==> src/verilog/fbsel_pkg.sv <==
// Purpose: constants and carrier types for the feedback source selector
// Assumes: two feedback sensors, sensorless at slot 1 and internal encoder at slot 2
// Notes: object indices and subindices are the dictionary addresses of the registers
package fbsel_pkg;

   localparam int unsigned NUM_SENSORS = 2;

   // object dictionary addresses
   localparam logic [15:0] IDX_SELECT = 16'h3203;
   localparam logic [15:0] IDX_MAP = 16'h3204;
   localparam logic [7:0] SUB_COUNT = 8'h00;
   localparam logic [7:0] SUB_SENSORLESS = 8'h01;
   localparam logic [7:0] SUB_ENCODER = 8'h02;

   // values after reset and fixed table contents
   localparam logic [7:0] SELECT_COUNT_RESET = 8'h02;
   localparam logic [7:0] MAP_COUNT_RESET = 8'h02;
   localparam logic [7:0] MASK_RESET = 8'h00;
   localparam logic [15:0] CFG_INDEX_SENSORLESS = 16'h3380;
   localparam logic [15:0] CFG_INDEX_ENCODER = 16'h33A0;

   // role bit positions inside each mask
   localparam int unsigned BIT_POS = 0;
   localparam int unsigned BIT_VEL = 1;
   localparam int unsigned BIT_COMM = 2;

   // sensor numbers as reported on the source outputs
   localparam logic [1:0] SENSOR_NONE = 2'h0;
   localparam logic [1:0] SENSOR_SENSORLESS = 2'h1;
   localparam logic [1:0] SENSOR_ENCODER = 2'h2;

   // entry [0] is sensor 1, entry [1] is sensor 2
   typedef logic [NUM_SENSORS-1:0][7:0] mask_set_type;

   typedef struct packed {
      logic valid;
      logic fallback;
      logic [1:0] sensor;
   } role_sel_type;

   typedef struct packed {
      logic rd;
      logic wr;
      logic [15:0] index;
      logic [7:0] sub;
      logic [15:0] wdata;
   } od_req_type;

   typedef struct packed {
      logic ack;
      logic err;
      logic [15:0] rdata;
   } od_rsp_type;

   typedef enum logic [1:0] {
      ST_HALT = 2'b01,
      ST_RUN = 2'b10
   } phase_type;

   typedef struct packed {
      phase_type phase;
      mask_set_type obj_mask;
      mask_set_type act_mask;
      logic act_cl;
      role_sel_type pos;
      role_sel_type vel;
      role_sel_type comm;
      logic missing;
      od_rsp_type rsp;
   } state_type;

endpackage

==> src/verilog/fbsel_resolver.sv <==
// Purpose: resolve active role masks into one sensor per controller role
// Assumes: masks already latched; purely combinational
// Notes: sensor 1 is only a fallback when nothing from sensor 2 upward is set
`timescale 1ns/1ps
module fbsel_resolver (
   input wire fbsel_pkg::mask_set_type masks_in,
   input wire logic closed_loop_in,
   output fbsel_pkg::role_sel_type pos_out,
   output fbsel_pkg::role_sel_type vel_out,
   output fbsel_pkg::role_sel_type comm_out
);
   import fbsel_pkg::*;

   // search from sensor 2 upward, first hit wins, else fall back to sensorless
   function automatic role_sel_type pick(input mask_set_type m, input int unsigned b);
      role_sel_type r;
      logic found;
      r.valid = 1'b0;
      r.fallback = 1'b1;
      r.sensor = SENSOR_NONE;
      found = 1'b0;
      for (int unsigned s = 1; s < NUM_SENSORS; s++) begin
         if (!found && m[s][b]) begin
            found = 1'b1;
            r.valid = 1'b1;
            r.fallback = 1'b0;
            r.sensor = 2'(s + 1);
         end
      end
      if (!found && m[0][b]) begin
         r.valid = 1'b1;
         r.sensor = SENSOR_SENSORLESS;
      end
      return r;
   endfunction

   always_comb begin
      pos_out = pick(masks_in, BIT_POS);
      vel_out = pick(masks_in, BIT_VEL);
      if (closed_loop_in) begin
         comm_out = pick(masks_in, BIT_COMM);
      end else begin
         // open loop: commutation bit carries no meaning, not flagged either
         comm_out = '0;
      end
   end

endmodule // fbsel_resolver

==> src/verilog/feedback_source_select.sv <==
// Purpose: feedback sensor role selection with object dictionary access
// Assumes: RUN_IN and CLOSED_LOOP_SELECT_IN come from drive logic on CLK_IN
// Notes: role outputs change one cycle after the masks are latched on run entry
//
// How it works
// - masks written while running are held and applied on next run entry
// - running assignment stays unchanged by writes until run is entered again
// - selection entry count reads 02, the number of existing sensors
// - mask bit 0 position, bit 1 velocity, bit 2 commutation; others unused
// - slot 1 is sensorless, slot 2 internal encoder; both masks reset 00
// - per role, search sensors from sensor 2 upward through existing ones
// - first sensor with the role bit set is taken and search stops
// - with closed loop select clear at run entry, commutation bits are ignored
// - in open loop, velocity and position bits still pick display sources
// - read-only mapping table with count entry gives config index per sensor
// - mapping entries read 3380 for sensorless and 33A0 for encoder
`timescale 1ns/1ps
module feedback_source_select (
   input wire logic CLK_IN,
   input wire logic RST_IN,
   input wire logic RUN_IN,
   input wire logic CLOSED_LOOP_SELECT_IN,
   input wire fbsel_pkg::od_req_type OD_REQ_IN,
   output fbsel_pkg::od_rsp_type OD_RSP_OUT,
   output logic [1:0] POS_SRC_OUT,
   output logic POS_VALID_OUT,
   output logic [1:0] VEL_SRC_OUT,
   output logic VEL_VALID_OUT,
   output logic [1:0] COMM_SRC_OUT,
   output logic COMM_VALID_OUT,
   output logic MISSING_OUT
);
   import fbsel_pkg::*;

   state_type q;
   state_type d;
   role_sel_type res_pos;
   role_sel_type res_vel;
   role_sel_type res_comm;

   // resolver sees only the latched copy, so bus writes never glitch the roles
   fbsel_resolver resolver (
      .masks_in(q.act_mask),
      .closed_loop_in(q.act_cl),
      .pos_out(res_pos),
      .vel_out(res_vel),
      .comm_out(res_comm)
   );

   always_comb begin
      d = q;
      d.rsp = '0;

      // the active copy only moves on entry to the running phase
      case (q.phase)
         ST_HALT: begin
            if (RUN_IN) begin
               d.phase = ST_RUN;
               // a write in the entry cycle misses this copy; settle masks first
               d.act_mask = q.obj_mask;
               // loop select may toggle while running, so latch it with the masks
               d.act_cl = CLOSED_LOOP_SELECT_IN;
            end
         end
         ST_RUN: begin
            if (!RUN_IN) begin
               d.phase = ST_HALT;
            end
         end
         default: begin
            d.phase = ST_HALT;
         end
      endcase

      d.pos = res_pos;
      d.vel = res_vel;
      d.comm = res_comm;
      d.missing = res_pos.fallback | res_vel.fallback | res_comm.fallback;

      // object access: a mask write always lands in the stored mask, even while running
      if (OD_REQ_IN.wr) begin
         d.rsp.ack = 1'b1;
         if (OD_REQ_IN.index == IDX_SELECT && OD_REQ_IN.sub == SUB_SENSORLESS) begin
            d.obj_mask[0] = OD_REQ_IN.wdata[7:0];
         end else if (OD_REQ_IN.index == IDX_SELECT && OD_REQ_IN.sub == SUB_ENCODER) begin
            d.obj_mask[1] = OD_REQ_IN.wdata[7:0];
         end else begin
            // read-only and unknown entries refuse writes
            d.rsp.err = 1'b1;
         end
      end else if (OD_REQ_IN.rd) begin
         d.rsp.ack = 1'b1;
         if (OD_REQ_IN.index == IDX_SELECT) begin
            case (OD_REQ_IN.sub)
               SUB_COUNT: d.rsp.rdata = {8'h00, SELECT_COUNT_RESET};
               SUB_SENSORLESS: d.rsp.rdata = {8'h00, q.obj_mask[0]};
               SUB_ENCODER: d.rsp.rdata = {8'h00, q.obj_mask[1]};
               default: d.rsp.err = 1'b1;
            endcase
         end else if (OD_REQ_IN.index == IDX_MAP) begin
            case (OD_REQ_IN.sub)
               SUB_COUNT: d.rsp.rdata = {8'h00, MAP_COUNT_RESET};
               SUB_SENSORLESS: d.rsp.rdata = CFG_INDEX_SENSORLESS;
               SUB_ENCODER: d.rsp.rdata = CFG_INDEX_ENCODER;
               default: d.rsp.err = 1'b1;
            endcase
         end else begin
            d.rsp.err = 1'b1;
         end
      end
   end

   always_ff @(posedge CLK_IN or posedge RST_IN) begin
      if (RST_IN) begin
         q.phase <= ST_HALT;
         q.obj_mask <= {MASK_RESET, MASK_RESET};
         q.act_mask <= {MASK_RESET, MASK_RESET};
         q.act_cl <= 1'b0;
         q.pos <= '0;
         q.vel <= '0;
         q.comm <= '0;
         q.missing <= 1'b0;
         q.rsp <= '0;
      end else begin
         q <= d;
      end
   end

   assign OD_RSP_OUT = q.rsp;
   assign POS_SRC_OUT = q.pos.sensor;
   assign POS_VALID_OUT = q.pos.valid;
   assign VEL_SRC_OUT = q.vel.sensor;
   assign VEL_VALID_OUT = q.vel.valid;
   assign COMM_SRC_OUT = q.comm.sensor;
   assign COMM_VALID_OUT = q.comm.valid;
   assign MISSING_OUT = q.missing;
endmodule // feedback_source_select

==> config.mk <==
export PLATFORM = sky130hd
export DESIGN_NAME = feedback_source_select
export DESIGN_NICKNAME = d
export VERILOG_FILES = /design/src/verilog/fbsel_pkg.sv /design/src/verilog/fbsel_resolver.sv /design/src/verilog/feedback_source_select.sv
export SDC_FILE = /design/constraint.sdc
export NUM_CORES = 1
export LEC_CHECK = 0
export BUFFER_PORTS_ARGS = -buffer_cell sky130_fd_sc_hd__buf_2
export CAP_MARGIN = 15
export CORE_UTILIZATION = 53
export DETAILED_ROUTE_END_ITERATION = 10
export HOLD_SLACK_MARGIN = 0.06
export PLACE_DENSITY = 0.81
export SETUP_SLACK_MARGIN = 0.2
export SYNTH_ARGS = -nofsm -noshare
export SYNTH_HDL_FRONTEND = slang
export SYNTH_SLANG_ARGS = --single-unit
==> constraint.sdc <==
create_clock -name CLK_IN -period 2.9 [get_ports CLK_IN]
set_input_delay 0.145 -clock CLK_IN [delete_from_list [all_inputs] [get_ports CLK_IN]]
set_output_delay 0.145 -clock CLK_IN [all_outputs]
set_load 0.005 [all_outputs]
==> impl_results.rst <==
.. list-table::
   :header-rows: 1

   * - Metric
     - Value
   * - Slew at the pin closest to its max-slew limit
     - 0.8816 ns
   * - Aggregate routed wire length
     - 3378 µm
   * - TritonRoute pass-1 iters
     - 4
   * - Register area share after synthesis
     - 0.5495
   * - Hold Crit Start
     - CLOSED_LOOP_SELECT_IN
   * - Overall die height
     - 64.90 µm
   * - Synthesized area divided by synthesized cell count
     - 12.87 µm²
   * - Final setup violation count
     - 0
   * - Signal arrival time at the worst endpoint
     - 1.69 ns
   * - First element of the critical path
     - OD_REQ_IN[32]
   * - Wire length of the first global-routing pass
     - 5416 µm
   * - Type of the worst min-delay path
     - input pin to flip-flop
   * - Via density per instance
     - 4.996
   * - Yosys top cell area share
     - 0.5370
   * - Critical path fanouts, max
     - 8
   * - Warnings from Yosys
     - 0
   * - Hold worst-path end
     - q[31]
   * - Fill cells
     - 299
   * - Area fraction in compound gates after synthesis
     - 0.05609
   * - Number of max-cap violations
     - 0
   * - Detail Route Antenna Nets
     - 0
   * - Fraction of power consumed by sequential logic
     - 0.577
   * - Area fraction in and, or, nand and nor cells after synthesis
     - 0.1635
   * - Post-Synth Adder-Cell Area
     - 0
   * - Share of the clock period used by the worst path
     - 0.5207
   * - Kind of critical path
     - input pin to flip-flop
   * - Congestion Overflow GR
     - 0
   * - FF/Latch Area
     - 0.001152 mm²
   * - Pin count of the biggest net entering global routing
     - 47
   * - Buffer depth of the longest clock path
     - 2
   * - Combined area of all synthesized cells
     - 0.002097 mm²
   * - Setup slack on the worst flop-to-flop path
     - 1.60 ns
   * - Critical path endpoint category
     - flip-flop
   * - Number of library cell types mapped by synthesis
     - 40
   * - Area of the multi-input gates
     - 743.2 µm²
   * - Cell taking the most area after synthesis
     - sky130_fd_sc_hd__dfrtp_1
   * - Part of the power in combinational logic
     - 0.107
   * - Max-slew violation count
     - 0
   * - Growth of design area from synthesis to finish
     - 14.62%
   * - Core Footprint
     - 0.003716 mm²
   * - Mux cell area share after synthesis
     - 0.1235
   * - Peak clock frequency supported by timing
     - 662.2 MHz
   * - Share of post-route cells with drive strength above 1
     - 0.5261
   * - Placed Instance Area
     - 0.002287 mm²
   * - Num CTS Buffers
     - 5
   * - Setup TNS
     - 0 ns
   * - Worst Path Buf+Inv
     - 1
   * - Leakage component of the power
     - 1.280 nW
   * - Seq cells post-synth
     - 46
   * - Starting utilization of the core area
     - 0.5643
   * - Via count of the first global-routing pass
     - 1,158
   * - Crit path launch type
     - input pin
   * - Int Pwr
     - 0.0008980 W
   * - Number of standard cells after synthesis
     - 163
   * - Total routing usage reported by global routing
     - 0.1773
   * - Final instance area
     - 0.002404 mm²
   * - Number of sinks driven by the clock tree
     - 46
   * - Clock Power Share
     - 0.316
   * - Cells taking the most area after synthesis
     - sky130_fd_sc_hd__dfrtp_1, sky130_fd_sc_hd__mux2_2, sky130_fd_sc_hd__buf_4, sky130_fd_sc_hd__a22oi_1, sky130_fd_sc_hd__nor4_4
   * - Number of endpoints with negative hold slack in the final report
     - 0
   * - Switching component of the power
     - 0.0002860 W
   * - Clock latency on the worst-skew pair
     - 0.30 ns
   * - Root cell of the clock tree
     - sky130_fd_sc_hd__clkbuf_8
   * - Setup repair after global routing missed its margin
     - false
   * - Worst hold stages
     - 2
   * - Average wire length per cell after detail routing
     - 13.04 µm
   * - Worst clock skew
     - 0.007079 ns
   * - Number of levels in the clock H-tree
     - 2
   * - Worst R2R Start
     - q[64]
   * - Most instantiated cells after synthesis
     - sky130_fd_sc_hd__dfrtp_1, sky130_fd_sc_hd__buf_4, sky130_fd_sc_hd__mux2_2
   * - Largest family of logic cells by synthesized area
     - simple AND/OR/NAND/NOR gates
   * - Die outline area
     - 0.004212 mm²
   * - Width of the chip
     - 64.90 µm
   * - Clock tree from TritonCTS
     - done
   * - Synth Flop Type
     - sky130_fd_sc_hd__dfrtp_1
   * - Initial DRC count
     - 37
   * - Clock Pin Slew Worst Setup and Hold Paths
     - 0.08 ns
   * - Setup repair bufs after CTS
     - 0
   * - DR DRC count
     - 0
   * - Leading cell type by number of instances after synthesis
     - sky130_fd_sc_hd__dfrtp_1
   * - Initial antenna violation count
     - 0
   * - Worst slew slack as a fraction of its limit
     - 0.4114
   * - Via count of the routed design
     - 1,294
   * - Worst-case reg-to-reg path depth
     - 2
   * - Number of I/O pins
     - 74
   * - Port bufs
     - 61
   * - Status
     - finished clean
   * - Cells along the critical path
     - buf_2 -> nor4b_2 -> nand3_1 -> nor3_4 -> mux2_2
   * - Final antenna diode count
     - 0
   * - Net total in the final layout
     - 256
   * - Top Family by Delay on Critical Path
     - simple AND/OR/NAND/NOR gates
   * - IR drop worst, VDD
     - 0.3287 mV
   * - Async SR Flop Fraction
     - 1.000
   * - Site row count
     - 22
   * - Power per Cell Area
     - 492.6 mW/mm²
   * - Min cycle time layout
     - 1.510 ns
   * - GPL Wtd Cong
     - 0.7817
   * - Req. time, crit path
     - 3.08 ns
   * - Biggest cell delay along the critical path
     - 0.44 ns
   * - Post-synth EDFFs
     - 0
   * - R2R Path End
     - q[41]
   * - Switching share of power
     - 0.2415
   * - Xor/xnor share of the synthesized area
     - 0.004177
   * - Slowest cell on the critical path
     - sky130_fd_sc_hd__nor3_4
   * - Detailed placement HPWL
     - 2416 µm
-- area by class of cell --
cell class                 instances  share of cell area
timing repair buffer              66              0.1458
sequential                        46              0.4794
tap                               48             0.02499
multi-input combinational         88              0.3092
clock buffer                       6             0.03019
inverter                           3            0.004685
clock inverter                     2            0.005726
-- power groups by stage --
stage	clock, W	sequential (W)	combinational, W
floorplan	0	0.000693	0.0000819
global placement	0	0.000694	0.000122
detailed placement	0	0.000695	0.000125
CTS	0.000386	0.000682	0.000130
global route	0.000419	0.000686	0.000144
finish	0.000374	0.000683	0.000127
-- placed cells by master, fill, tap and decap left out, types with 2 or more instances in the layout --
master | synthesis | final
sky130_fd_sc_hd__nor3_4 | 2 | 2
sky130_fd_sc_hd__a22oi_1 | 6 | 6
sky130_fd_sc_hd__conb_1 | 1 | 4
sky130_fd_sc_hd__nor4_4 | 2 | 2
sky130_fd_sc_hd__nor2b_1 | 4 | 4
sky130_fd_sc_hd__nand2_1 | 5 | 5
sky130_fd_sc_hd__or3b_2 | 2 | 2
sky130_fd_sc_hd__nor2_1 | 8 | 8
sky130_fd_sc_hd__mux2_2 | 22 | 22
sky130_fd_sc_hd__dlygate4sd3_1 | 0 | 3
sky130_fd_sc_hd__nand3_1 | 2 | 2
sky130_fd_sc_hd__o21ai_0 | 4 | 4
sky130_fd_sc_hd__inv_1 | 3 | 2
sky130_fd_sc_hd__buf_4 | 24 | 2
sky130_fd_sc_hd__buf_2 | 2 | 61
sky130_fd_sc_hd__clkbuf_8 | 0 | 5
sky130_fd_sc_hd__or2_2 | 5 | 5
sky130_fd_sc_hd__dfrtp_1 | 45 | 45
-- flip-flops by register name (all words and copies together), names as in the netlist --
signal / count
COMM_VALID_OUT: 1
q: 25
POS_VALID_OUT: 1
VEL_VALID_OUT: 1
POS_SRC_OUT: 2
COMM_SRC_OUT: 2
OD_RSP_OUT: 11
VEL_SRC_OUT: 2
MISSING_OUT: 1
-- cell families after synthesis --
family	after synthesis
AO/OA/AOI/OAI	16
XOR/XNOR	1
multiplexers	23
flip-flops	46
other	1
buffers and inverters	32
AND/OR/NAND/NOR	44
-- worst register-to-register path, delay by kind of cell (launching register included) --
family	cells	cell delay, ns
flip-flops	1	0.54
AND/OR/NAND/NOR	1	0.27
multiplexers	1	0.38
-- through the flow --
stage | hold slack, ns | util | worst slack [ns] | total power [W] | cells
detailed placement | 0.3157 | 0.6155 | 1.028 | 0.0008206 | 248
global route | 0.07157 | 0.6468 | 1.255 | 0.001248 | 259
floorplan | 0.2002 | - | 1.361 | 0.0007746 | 166
global placement | 0.3056 | 0.6155 | 1.068 | 0.0008164 | 248
CTS | 0.07237 | 0.6468 | 1.352 | 0.001198 | 259
finish | 0.07542 | 0.6468 | 1.390 | 0.001184 | 259
-- timing repair --
action	CTS	global route
hold buffers	3	0
endpoints found under the hold margin	15	0
gates resized for setup	0	0
-- worst max-delay path by stage --
stage               depth (start not counted)    end  slack (ns)
floorplan                                   4  q[48]        1.36
global placement                            5  q[49]        1.07
detailed placement                          5  q[49]        1.03
CTS                                         5  q[49]        1.35
global route                                5  q[54]        1.26
finish                                      5  q[49]        1.39
-- layer usage --
metal / routed length (µm) / vias to the layer above / track usage
li1: - / 631 / -
met1: 1442 / 623 / 0.2195
met2: 1738 / 32 / 0.2865
met3: 145 / 8 / 0.04754
met4: 51 / 0 / 0.08333
met5: 0 / - / 0
Power figures use the tool's default switching activity.
